--- config.mk ---
export PLATFORM = sky130hd
export DESIGN_NAME = mag_i2c_top
export DESIGN_NICKNAME = d
export VERILOG_FILES = /design/src/mag_pkg.sv /design/src/mag_i2c_top.sv
export VERILOG_INCLUDE_DIRS = /design/src /design/src/src
export SDC_FILE = /design/constraint.sdc
export NUM_CORES = 1
export LEC_CHECK = 0
export ABC_AREA = 1
export CORE_ASPECT_RATIO = 0.7
export CORE_MARGIN = 2
export CORE_UTILIZATION = 45
export CTS_BUF_LIST = sky130_fd_sc_hd__clkbuf_2 sky130_fd_sc_hd__clkbuf_4 sky130_fd_sc_hd__clkbuf_8
export CTS_CLUSTER_SIZE = 28
export DETAILED_ROUTE_END_ITERATION = 10
export DONT_BUFFER_PORTS = 1
export GPL_ROUTABILITY_DRIVEN = 0
export PLACE_DENSITY = 0.6
export SYNTH_ARGS = -nofsm -noshare
export SYNTH_HDL_FRONTEND = slang
export SYNTH_SLANG_ARGS = --single-unit
export TNS_END_PERCENT = 1
--- constraint.sdc ---
create_clock -name CLK_I -period 13.2 [get_ports CLK_I]
set_clock_uncertainty 0.1 [all_clocks]
set_input_delay 0 -clock CLK_I [delete_from_list [all_inputs] [get_ports CLK_I]]
set_output_delay 0 -clock CLK_I [all_outputs]
set_load 0.005 [all_outputs]
--- src/mag_cfg.svh ---
// constants for the magnetometer bus front end and supply gating
// Overview of operation
// - A strap tied high selects single-supply operation with the regulator on, tied low selects dual supply.
// - With both supplies up in dual-supply operation every mode but off works and the regulator stays off.
// - With the analog supply down in dual-supply operation only idle works: no measurement, but bus and registers serve.
// - In single-supply operation with the analog supply up the regulator powers the logic and every mode but off works.
// - Reset loads every register with its default value.
// - Reset also returns the sequencer and bias control to their defaults.
// - The block is a bus slave only, selected by a 7-bit address, using the standard protocol.
// - Standard and fast bus rates work; the bench master clocks SCL at one eighth of the system clock, far above fast mode.
// - The clock and data inputs carry no spike filter, so short pulses reach the bus logic.
// - Master register accesses take precedence over internal measurement work.
// - In idle the block stays reachable and keeps registers but switches off converter, amplifier, sensor supply and bias.
`ifndef MAG_CFG_SVH
`define MAG_CFG_SVH
`define MAG_SLAVE_ADDR 7'h1e
`define MAG_REG_CFGA 8'h00
`define MAG_REG_CFGB 8'h01
`define MAG_REG_MODE 8'h02
`define MAG_REG_XMSB 8'h03
`define MAG_REG_XLSB 8'h04
`define MAG_REG_YMSB 8'h05
`define MAG_REG_YLSB 8'h06
`define MAG_REG_ZMSB 8'h07
`define MAG_REG_ZLSB 8'h08
`define MAG_REG_STAT 8'h09
`define MAG_REG_IDA 8'h0a
`define MAG_REG_IDB 8'h0b
`define MAG_REG_IDC 8'h0c
`define MAG_PTR_WRAP_AT 8'h09
`define MAG_PTR_WRAP_TO 8'h03
`define MAG_PTR_LAST 8'h0c
`define MAG_CFGA_RST 8'h10
`define MAG_CFGA_MASK 8'h1f
`define MAG_CFGB_RST 8'h00
`define MAG_MODE_RST 8'h01
`define MAG_MODE_MASK 8'h03
`define MAG_MD_CONT 2'h0
`define MAG_MD_SINGLE 2'h1
`define MAG_MD_IDLE 2'h2
`define MAG_MD_SLEEP 2'h3
`define MAG_STAT_RDY_BIT 0
// identification bytes: values are arbitrary
`define MAG_ID_A 8'h41
`define MAG_ID_B 8'h42
`define MAG_ID_C 8'h43
`endif

--- src/mag_pkg.sv ---
// types for the magnetometer bus front end
package mag_pkg;
	typedef enum logic [6:0] {
		MAG_ST_IDLE = 7'h01,
		MAG_ST_ADDR = 7'h02,
		MAG_ST_AACK = 7'h04,
		MAG_ST_RX = 7'h08,
		MAG_ST_RACK = 7'h10,
		MAG_ST_TX = 7'h20,
		MAG_ST_TACK = 7'h40
	} mag_bus_st_t;
	typedef enum logic [3:0] {
		MAG_SQ_IDLE = 4'h1,
		MAG_SQ_START = 4'h2,
		MAG_SQ_WAIT = 4'h4,
		MAG_SQ_POST = 4'h8
	} mag_seq_st_t;
endpackage

--- src/mag_i2c_top.sv ---
// bus slave, register file and supply-dependent measurement gating
`timescale 1ns/1ps
`include "mag_cfg.svh"
module mag_i2c_top import mag_pkg::*; (
	input wire logic CLK_I,
	input wire logic RST_I,
	input wire logic SCL_I,
	input wire logic SDA_I,
	output logic SDA_O,
	output logic SDA_OE_O,
	input wire logic SUPPLY_SELECT_STRAP_I,
	input wire logic DIGITAL_SUPPLY_PIN_I,
	input wire logic ANALOG_SUPPLY_PIN_I,
	input wire logic MEAS_DONE_I,
	input wire logic [47:0] MEAS_DATA_I,
	output logic MEAS_START_O,
	output logic MEAS_ALLOWED_O,
	output logic REGULATOR_EN_O,
	output logic ANALOG_ON_O,
	output logic [1:0] BIAS_EN_O
);
	function automatic logic [7:0] ptr_advance(input logic [7:0] p);
		if (p == `MAG_PTR_WRAP_AT) begin
			return `MAG_PTR_WRAP_TO;
		end else if (p >= `MAG_PTR_LAST) begin
			return 8'h00;
		end
		return p + 8'h01;
	endfunction

	function automatic logic [7:0] reg_read(input logic [7:0] p, input logic [7:0] ca,
			input logic [7:0] cb, input logic [7:0] md, input logic [47:0] d,
			input logic [7:0] st);
		case (p)
			`MAG_REG_CFGA: return ca;
			`MAG_REG_CFGB: return cb;
			`MAG_REG_MODE: return md;
			`MAG_REG_XMSB: return d[47:40];
			`MAG_REG_XLSB: return d[39:32];
			`MAG_REG_YMSB: return d[31:24];
			`MAG_REG_YLSB: return d[23:16];
			`MAG_REG_ZMSB: return d[15:8];
			`MAG_REG_ZLSB: return d[7:0];
			`MAG_REG_STAT: return st;
			`MAG_REG_IDA: return `MAG_ID_A;
			`MAG_REG_IDB: return `MAG_ID_B;
			`MAG_REG_IDC: return `MAG_ID_C;
			default: return 8'h00;
		endcase
	endfunction

	// pin synchronisers; stage one feeds stage two only
	logic [4:0] sync1_reg, sync2_reg, sync1_next, sync2_next;
	logic scl_d_reg, sda_d_reg, scl_d_next, sda_d_next;
	always_comb begin
		sync1_next = {SCL_I, SDA_I, SUPPLY_SELECT_STRAP_I, DIGITAL_SUPPLY_PIN_I,
			ANALOG_SUPPLY_PIN_I};
		sync2_next = sync1_reg;
		scl_d_next = sync2_reg[4];
		sda_d_next = sync2_reg[3];
	end
	always_ff @(posedge CLK_I or posedge RST_I) begin
		if (RST_I) begin
			sync1_reg <= 5'h18;
			sync2_reg <= 5'h18;
			scl_d_reg <= 1'b1;
			sda_d_reg <= 1'b1;
		end else begin
			sync1_reg <= sync1_next;
			sync2_reg <= sync2_next;
			scl_d_reg <= scl_d_next;
			sda_d_reg <= sda_d_next;
		end
	end

	logic scl_s, sda_s, strap_s, digital_supply_pin_s, analog_supply_pin_s;
	logic scl_rise, scl_fall, start_det, stop_det;
	assign scl_s = sync2_reg[4];
	assign sda_s = sync2_reg[3];
	assign strap_s = sync2_reg[2];
	assign digital_supply_pin_s = sync2_reg[1];
	assign analog_supply_pin_s = sync2_reg[0];
	// edges taken straight from the sampled pins, no spike suppression
	assign scl_rise = scl_s & ~scl_d_reg;
	assign scl_fall = ~scl_s & scl_d_reg;
	assign start_det = scl_s & scl_d_reg & sda_d_reg & ~sda_s;
	assign stop_det = scl_s & scl_d_reg & ~sda_d_reg & sda_s;

	mag_bus_st_t bus_st_reg, bus_st_next;
	mag_seq_st_t seq_reg, seq_next;
	logic [3:0] cnt_reg, cnt_next;
	logic [7:0] shift_reg, shift_next, ptr_reg, ptr_next;
	logic rw_reg, rw_next, first_reg, first_next, oe_reg, oe_next;
	logic [7:0] cfga_reg, cfga_next, cfgb_reg, cfgb_next, mode_reg, mode_next;
	logic [7:0] stat_reg, stat_next;
	logic [47:0] data_reg, data_next, hold_reg, hold_next;
	logic [1:0] strap_cap_reg, strap_cap_next;
	logic ok_reg, ok_next, ana_reg, ana_next, strap_reg, strap_next;
	logic [1:0] bias_reg, bias_next;

	always_comb begin
		logic [7:0] tx;
		logic meas_ok;
		logic run_req;
		tx = 8'h00;
		meas_ok = 1'b0;
		run_req = 1'b0;
		bus_st_next = bus_st_reg;
		seq_next = seq_reg;
		cnt_next = cnt_reg;
		shift_next = shift_reg;
		ptr_next = ptr_reg;
		rw_next = rw_reg;
		first_next = first_reg;
		oe_next = oe_reg;
		cfga_next = cfga_reg;
		cfgb_next = cfgb_reg;
		mode_next = mode_reg;
		stat_next = stat_reg;
		data_next = data_reg;
		hold_next = hold_reg;
		// strap caught once, after the synchroniser has flushed its reset value
		strap_next = (strap_cap_reg == 2'h2) ? strap_s : strap_reg;
		strap_cap_next = (strap_cap_reg == 2'h3) ? 2'h3 : strap_cap_reg + 2'h1;
		// slave protocol engine; pure slave, never drives the clock line
		if (start_det) begin
			bus_st_next = MAG_ST_ADDR;
			cnt_next = 4'h0;
			oe_next = 1'b0;
		end else if (stop_det) begin
			bus_st_next = MAG_ST_IDLE;
			oe_next = 1'b0;
		end else begin
			case (bus_st_reg)
				MAG_ST_IDLE: begin
					oe_next = 1'b0;
				end
				MAG_ST_ADDR: begin
					if (scl_rise) begin
						shift_next = {shift_reg[6:0], sda_s};
						cnt_next = cnt_reg + 4'h1;
					end else if (scl_fall && cnt_reg == 4'h8) begin
						if (shift_reg[7:1] == `MAG_SLAVE_ADDR) begin
							bus_st_next = MAG_ST_AACK;
							oe_next = 1'b1;
							rw_next = shift_reg[0];
						end else begin
							bus_st_next = MAG_ST_IDLE;
						end
					end
				end
				MAG_ST_AACK, MAG_ST_TACK: begin
					if (bus_st_reg == MAG_ST_TACK && scl_rise && sda_s) begin
						bus_st_next = MAG_ST_IDLE;
					end else if (scl_fall) begin
						cnt_next = 4'h0;
						if (bus_st_reg == MAG_ST_TACK || rw_reg) begin
							tx = reg_read(ptr_reg, cfga_reg, cfgb_reg, mode_reg, data_reg, stat_reg);
							if (ptr_reg == `MAG_REG_ZLSB) begin
								stat_next[`MAG_STAT_RDY_BIT] = 1'b0;
							end
							shift_next = tx;
							ptr_next = ptr_advance(ptr_reg);
							oe_next = ~tx[7];
							bus_st_next = MAG_ST_TX;
						end else begin
							oe_next = 1'b0;
							first_next = 1'b1;
							bus_st_next = MAG_ST_RX;
						end
					end
				end
				MAG_ST_RX: begin
					if (scl_rise) begin
						shift_next = {shift_reg[6:0], sda_s};
						cnt_next = cnt_reg + 4'h1;
					end else if (scl_fall && cnt_reg == 4'h8) begin
						oe_next = 1'b1;
						bus_st_next = MAG_ST_RACK;
						first_next = 1'b0;
						if (first_reg) begin
							ptr_next = shift_reg;
						end else begin
							ptr_next = ptr_advance(ptr_reg);
							case (ptr_reg)
								`MAG_REG_CFGA: cfga_next = shift_reg & `MAG_CFGA_MASK;
								`MAG_REG_CFGB: cfgb_next = shift_reg;
								`MAG_REG_MODE: mode_next = shift_reg & `MAG_MODE_MASK;
								default: ;
							endcase
						end
					end
				end
				MAG_ST_RACK: begin
					if (scl_fall) begin
						oe_next = 1'b0;
						cnt_next = 4'h0;
						bus_st_next = MAG_ST_RX;
					end
				end
				MAG_ST_TX: begin
					if (scl_rise) begin
						cnt_next = cnt_reg + 4'h1;
					end else if (scl_fall) begin
						if (cnt_reg == 4'h8) begin
							oe_next = 1'b0;
							bus_st_next = MAG_ST_TACK;
						end else begin
							shift_next = {shift_reg[6:0], 1'b0};
							oe_next = ~shift_reg[6];
						end
					end
				end
				default: begin
					bus_st_next = MAG_ST_IDLE;
					oe_next = 1'b0;
				end
			endcase
		end
		// supply gating: single supply needs the analog rail, dual needs both
		meas_ok = strap_reg ? analog_supply_pin_s : (digital_supply_pin_s & analog_supply_pin_s);
		run_req = meas_ok && (mode_reg[1:0] == `MAG_MD_CONT ||
			mode_reg[1:0] == `MAG_MD_SINGLE);
		case (seq_reg)
			MAG_SQ_IDLE: begin
				if (run_req) begin
					seq_next = MAG_SQ_START;
				end
			end
			MAG_SQ_START: begin
				seq_next = MAG_SQ_WAIT;
			end
			MAG_SQ_WAIT: begin
				if (MEAS_DONE_I) begin
					hold_next = MEAS_DATA_I;
					seq_next = MAG_SQ_POST;
				end
			end
			MAG_SQ_POST: begin
				// results wait until the bus goes quiet so the master is never held up
				if (bus_st_reg == MAG_ST_IDLE) begin
					data_next = hold_reg;
					stat_next[`MAG_STAT_RDY_BIT] = 1'b1;
					if (mode_reg[1:0] == `MAG_MD_SINGLE) begin
						mode_next = {mode_reg[7:2], `MAG_MD_SLEEP};
					end
					seq_next = MAG_SQ_IDLE;
				end
			end
			default: seq_next = MAG_SQ_IDLE;
		endcase
		if (!run_req && seq_reg != MAG_SQ_POST) begin
			seq_next = MAG_SQ_IDLE;
		end
		ok_next = meas_ok;
		// idle or refused measurement keeps the analog path dark
		ana_next = seq_next != MAG_SQ_IDLE;
		bias_next = ana_next ? cfga_reg[1:0] : 2'h0;
	end

	always_ff @(posedge CLK_I or posedge RST_I) begin
		if (RST_I) begin
			bus_st_reg <= MAG_ST_IDLE;
			seq_reg <= MAG_SQ_IDLE;
			cnt_reg <= 4'h0;
			shift_reg <= 8'h00;
			ptr_reg <= 8'h00;
			rw_reg <= 1'b0;
			first_reg <= 1'b0;
			oe_reg <= 1'b0;
			cfga_reg <= `MAG_CFGA_RST;
			cfgb_reg <= `MAG_CFGB_RST;
			mode_reg <= `MAG_MODE_RST;
			stat_reg <= 8'h00;
			data_reg <= 48'h0;
			hold_reg <= 48'h0;
			strap_reg <= 1'b0;
			strap_cap_reg <= 2'h0;
			ok_reg <= 1'b0;
			ana_reg <= 1'b0;
			bias_reg <= 2'h0;
		end else begin
			bus_st_reg <= bus_st_next;
			seq_reg <= seq_next;
			cnt_reg <= cnt_next;
			shift_reg <= shift_next;
			ptr_reg <= ptr_next;
			rw_reg <= rw_next;
			first_reg <= first_next;
			oe_reg <= oe_next;
			cfga_reg <= cfga_next;
			cfgb_reg <= cfgb_next;
			mode_reg <= mode_next;
			stat_reg <= stat_next;
			data_reg <= data_next;
			hold_reg <= hold_next;
			strap_reg <= strap_next;
			strap_cap_reg <= strap_cap_next;
			ok_reg <= ok_next;
			ana_reg <= ana_next;
			bias_reg <= bias_next;
		end
	end

	// open drain: only ever pulls low
	assign SDA_O = 1'b0;
	assign SDA_OE_O = oe_reg;
	assign MEAS_START_O = seq_reg == MAG_SQ_START;
	assign MEAS_ALLOWED_O = ok_reg;
	assign REGULATOR_EN_O = strap_reg;
	assign ANALOG_ON_O = ana_reg;
	assign BIAS_EN_O = bias_reg;
endmodule

Yosys cells after proc, flatten, opt, wreduce, memory -nomap -nowiden --
Cells that the tools add are included.
Cells by class: $add $sub $neg 3, equality and inequality tests 57, $lt $le $gt $ge 1, muxes and demuxes 109, shift operators 0, bitwise gates (word level) 18, reduce and logical (&&, ||, !) cells 27, div/mod/pow operators 0, $mul 0
Operators with widths (number):
- $mux W8 | 33
- $pmux W8 S13 | 1
- $mux W7 | 12
- $ne A4 B4 Y1 const B | 12
- $mux W1 | 43
- $pmux W7 S6 | 1
- $eq A8 B4 Y1 const B | 5
- $mux W4 | 9
- $eq A8 B3 Y1 const B | 4
- $reduce_and A10 Y1 | 3
- $pmux W8 S3 | 1
- $ne A2 B2 Y1 const B | 10
- $eq A8 B2 Y1 const B | 2
- $pmux W4 S4 | 1
- $pmux W8 S2 | 1
- $reduce_and A8 Y1 | 2
- $eq A7 B5 Y1 const B | 2
- $reduce_and A7 Y1 | 2
- $pmux W4 S3 | 1
- $not A1 Y1 | 10
- $ne A3 B3 Y1 const B | 3
- $add A8 B1 Y8 const B | 1
- $and A1 B1 Y1 | 8
- $eq A4 B4 Y1 const B | 2
- 37 further kinds | 46
Storage, ports and cells: memories kept 0, bits of input ports 56, output and inout port bits 8, bits in latches 0, memory bits (read-only) 0, bits in writable memories 0, register bits after elaboration 171

Logic depth before layout (Yosys ltp) --
depth after elaboration 15, depth in mapped cells 13, depth with buffers taken out 13

Worst setup path before layout --
OpenSTA, ideal clock, no wires.
path type register to register, from register cnt_reg[0], to register ptr_reg[2], arrival time 1.539 ns, required time 12.974 ns, slack 11.435 ns, cell stages (with the launch flop) 11, buffers on the path 1, cell sequence dfrtp_1 inv_1 ha_1 nand2_1 nor2_2 nand2_1 nand2_1 nand2_2 nor3_4 buf_6 o21ai_0
On the way: word-level cells in the longest chain between the ends 4
RTL lines:
- from (decl) | line mag_i2c_top.sv:91 | logic [3:0] cnt_reg, cnt_next;
- from (signal assigned) | line mag_i2c_top.sv:285 | cnt_reg <= cnt_next;
- $eq A4 B4 Y1 | line mag_i2c_top.sv:177 | end else if (scl_fall && cnt_reg == 4'h8) begin
- $logic_and A1 B1 Y1 | line mag_i2c_top.sv:177
- $ne A2 B2 Y1 (no source line)
- $reduce_and A8 Y1 (no source line)
- to (signal assigned) | line mag_i2c_top.sv:287 | ptr_reg <= ptr_next;
- to (decl) | line mag_i2c_top.sv:92 | logic [7:0] shift_reg, shift_next, ptr_reg, ptr_next;
Every way passes these cells. A chain may end at the register's enable or synchronous reset.

Worst setup path in the final report --
from register seq_reg[1], to register hold_reg[16]
On the way: word-level cells in the longest chain between the ends 2
RTL lines:
- from (decl) | line mag_i2c_top.sv:90 | mag_seq_st_t seq_reg, seq_next;
- from (signal assigned) | line mag_i2c_top.sv:284 | seq_reg <= seq_next;
- $eq A4 B3 Y1 | line mag_i2c_top.sv:224 | case (seq_reg)
- $reduce_and A2 Y1 (no source line)
- to (signal assigned) | line mag_i2c_top.sv:296 | hold_reg <= hold_next;
- to (decl) | line mag_i2c_top.sv:96 | logic [47:0] data_reg, data_next, hold_reg, hold_next;
Every way passes these cells.

==> key figures <==
Floorplanning
  – # IOs: 64
  – Die ar.: 19,140 um^2
  – Die width: 164.5 um
  – Height of the die: 116.3 um
  – Core area: 17,850 um^2
  – Starting density of the core: 45.45%
  – Core Rows: 41

Drt
  – Via/cell ratio: 4.926
  – Final antenna-violating net count: 0
  – DRT Wirelength: 19,530 um
  – First-pass detailed-route iteration total: 8
  – DRT iter0 DRCs: 619
  – Met1 WL: 10,210 um
  – DR DRC count: 0
  – Routed wl met3: 1449 um
  – Routed wl met2: 7687 um
  – Top Metal Used: met4
  – Vias post-DR: 6,453
  – Wire per inst: 14.91 um

Critical path
  – CP max FO: 42
  – Worst Path Class, Setup: reg -> reg
  – CP Cell Sequence: nor2_1 > nand4_1 > buf_4 > inv_2 > buf_4 > nand2_1 > nand2_1 > dlygate4sd3_1
  – CP max-delay cell: dlygate4sd3_1
  – Crit-path max cell delay: 540 ps
  – Critical Path Sink Type: register
  – WP data required: 13,510 ps
  – Crit path arrival time: 2980 ps
  – Crit start category: register

Clock network
  – CTS tree: yes
  – CTS H-tree depth: 4
  – PostCTS Resize Cnt: 0
  – Clock Latency Late Sink: 470 ps
  – TritonCTS Buffers: 17
  – Clock sinks: 171
  – Root buffer cell: clkbuf_8
  – CTS Buffer Depth: 2
  – Worst-path clk slew: 100 ps

Yosys
  – #FFs+latches synth: 171
  – Synth unique cells: 38
  – Top-area cell type share of the netlist area: 49.65%
  – Post-synth top area cell: dfrtp_1
  – Syn nets: 1,043
  – Synth Instances: 981
  – Largest cells by area after synthesis: dfrtp_1 50%, nand2_1 16%, nand3_1 4.4%, inv_1 4.3%, o21ai_0 4.1%
  – Register area share after synthesis: 52.89%
  – Syn_area_per_cell: 8.271 um^2
  – Synth warn: 0
  – Mapped cell area: 8114 um^2

Placement
  – Port Buffers: 0
  – Placed Cells: 1,194
  – HPWL after DPL: 13,620 um

Timing
  – Final worst-path cycle share: 20.26%
  – Max-slew violation count: 0
  – Fin crit period: 2674 ps
  – FMAX: 373.9 MHz
  – Final setup fails: 0
  – Hold Violations, Final: 0
  – Setup_tns: 0 ps
  – RSZ-0062 raised after global routing: false
  – Slew headroom: 35.41%
  – Least-Margin Pin Slew: 961.4 ps

Global route
  – Largest net degree at the start of global routing: 102
  – Vias in the first global route: 6,287
  – Gr ovfl total: 0
  – Global Route Usage Sum: 22.21%
  – Antenna violations before repair: 0
  – Global-route wire length before repair: 32,660 um

Power
  – Max rail drop VDD: 0.05616 mV
  – Static Leak: 4.953 nW
  – Power density cells: 108.1 nW/um^2

Final layout
  – Layout cells sized above 1: 11.08%
  – Post-Layout Cell Count: 1,310
  – Highest-count cells in the layout ignoring fill and taps: 349 x nand2_1, 161 x dfrtp_1, 91 x inv_1
  – Number of inserted diodes: 0
  – Nets: 1,123
  – Area grow syn2layout: 17.53%
  – Commonest non-fill, non-tap cell in the layout: nand2_1

Hold path
  – Min-delay worst type: in -> reg

Flow run
  – Max Cap Violations: 0

Status
  – Status: finished, final reports clean
==> metal layers <==
metal / up-vias / GRT usage (%)
met5: - / 0
met4: 0 / 5.565
met3: 15 / 6.534
met2: 168 / 30.10
met1: 3028 / 34.47
li1: 3242 / -
==> per-stage QoR <==
stage                     worst slack, ps  utilization, %  hold WS (ps)  power [mW]  cell area [um^2]
after global routing                10260           53.42         75.43       1.081              9537
after detailed placement            10630           46.49        -95.46      0.6436              8299
final                               10530           53.42         79.40       1.031              9537
after floorplan                      8485               -        -95.52      0.6222              8114
after CTS                           10540           53.42         50.96       1.041              9537
after global placement              10700           46.49        -95.44      0.6422              8299
==> final timing paths <==
| kind | start | cells past startpoint | to | slack (ps) |
|---|---|---|---|---|
| worst max-delay path | seq_reg[1]$_DFF_PP0_ | 8 | hold_reg[16]$_DFFE_PP0P_ | 10530 |
| worst min-delay path | MEAS_DATA_I[28] | 3 | hold_reg[28]$_DFFE_PP0P_ | 80 |
| worst max register to register | seq_reg[1]$_DFF_PP0_ | 8 | hold_reg[16]$_DFFE_PP0P_ | 10530 |
| worst min register to register | sync1_reg[0]$_DFF_PP0_ | 0 | sync2_reg[0]$_DFF_PP0_ | 260 |
| max in group asynchronous | RST_I | 3 | shift_reg[0]$_DFFE_PP0P_ | 11420 |
| min in group asynchronous | RST_I | 2 | sync2_reg[1]$_DFF_PP0_ | 120 |
==> cell usage after synthesis <==
library cell and number:
nand2_1 349, dfrtp_1 161, inv_1 92, nor2_1 77, nand3_1 72, o21ai_0 66, o21ai_1 17, mux2_2 15
inv_2 12, clkbuf_1 10, dfstp_2 10, mux2_4 9, nor2_2 9, buf_2 8, nor2_4 7, ha_1 6
nand2_2 6, a21oi_1 5, nand4_1 5, nor3_1 5, buf_1 4, buf_6 4, nand3_2 4, nand4_2 4
nor3b_1 4, o22ai_1 4, nand2_4 3, xor2_1 3, a31oi_1 1, and2_1 1, buf_4 1, conb_1 1
nor3_2 1, nor3_4 1, o21a_1 1, o221ai_1 1, or2_2 1, xnor2_1 1
==> critical path: cells and delay by family (launching register included) <==
family / cells / cell delay, ps
simple gates: 4 / 500
flops: 1 / 390
buf+inv: 4 / 1620
==> cell type report <==
| type | count | area, um^2 |
|---|---|---|
| Tap cell | 236 | 295.3 |
| Sequential cell | 171 | 4292 |
| Fill cell | 1671 | 8315 |
| Clock buffer | 20 | 269.0 |
| Timing Repair Buffer | 88 | 870.8 |
| Inverter | 104 | 395.4 |
| Clock inverter | 12 | 127.6 |
| Multi-Input combinational cell | 679 | 3287 |
==> power breakdown <==
group | total, mW | switching (mW) | internal (mW)
Combinational | 0.0976 | 0.0583 | 0.0392
Clock | 0.376 | 0.208 | 0.167
Sequential | 0.558 | 0.0112 | 0.546
==> repair_timing <==
item                      in CTS  in global routing
hold endpoints to repair     154                  0
buffers inserted               0                  0
hold buffers                  84                  0
==> logic make-up (layout without fill, tap and decap cells) <==
group | after synthesis | count (layout) | share of synthesized area (%)
XOR/XNOR | 4 | 4 | 0.4318
buffers and inverters | 131 | 224 | 6.600
flip-flops | 171 | 171 | 52.89
multiplexers | 24 | 24 | 3.747
AO/OA/AOI/OAI | 95 | 95 | 6.014
other | 1 | 1 | 0.04622
adder cells (fa/ha/maj) | 6 | 6 | 0.9252
AND/OR/NAND/NOR | 549 | 549 | 29.34
Power figures use the tool's default switching activity.
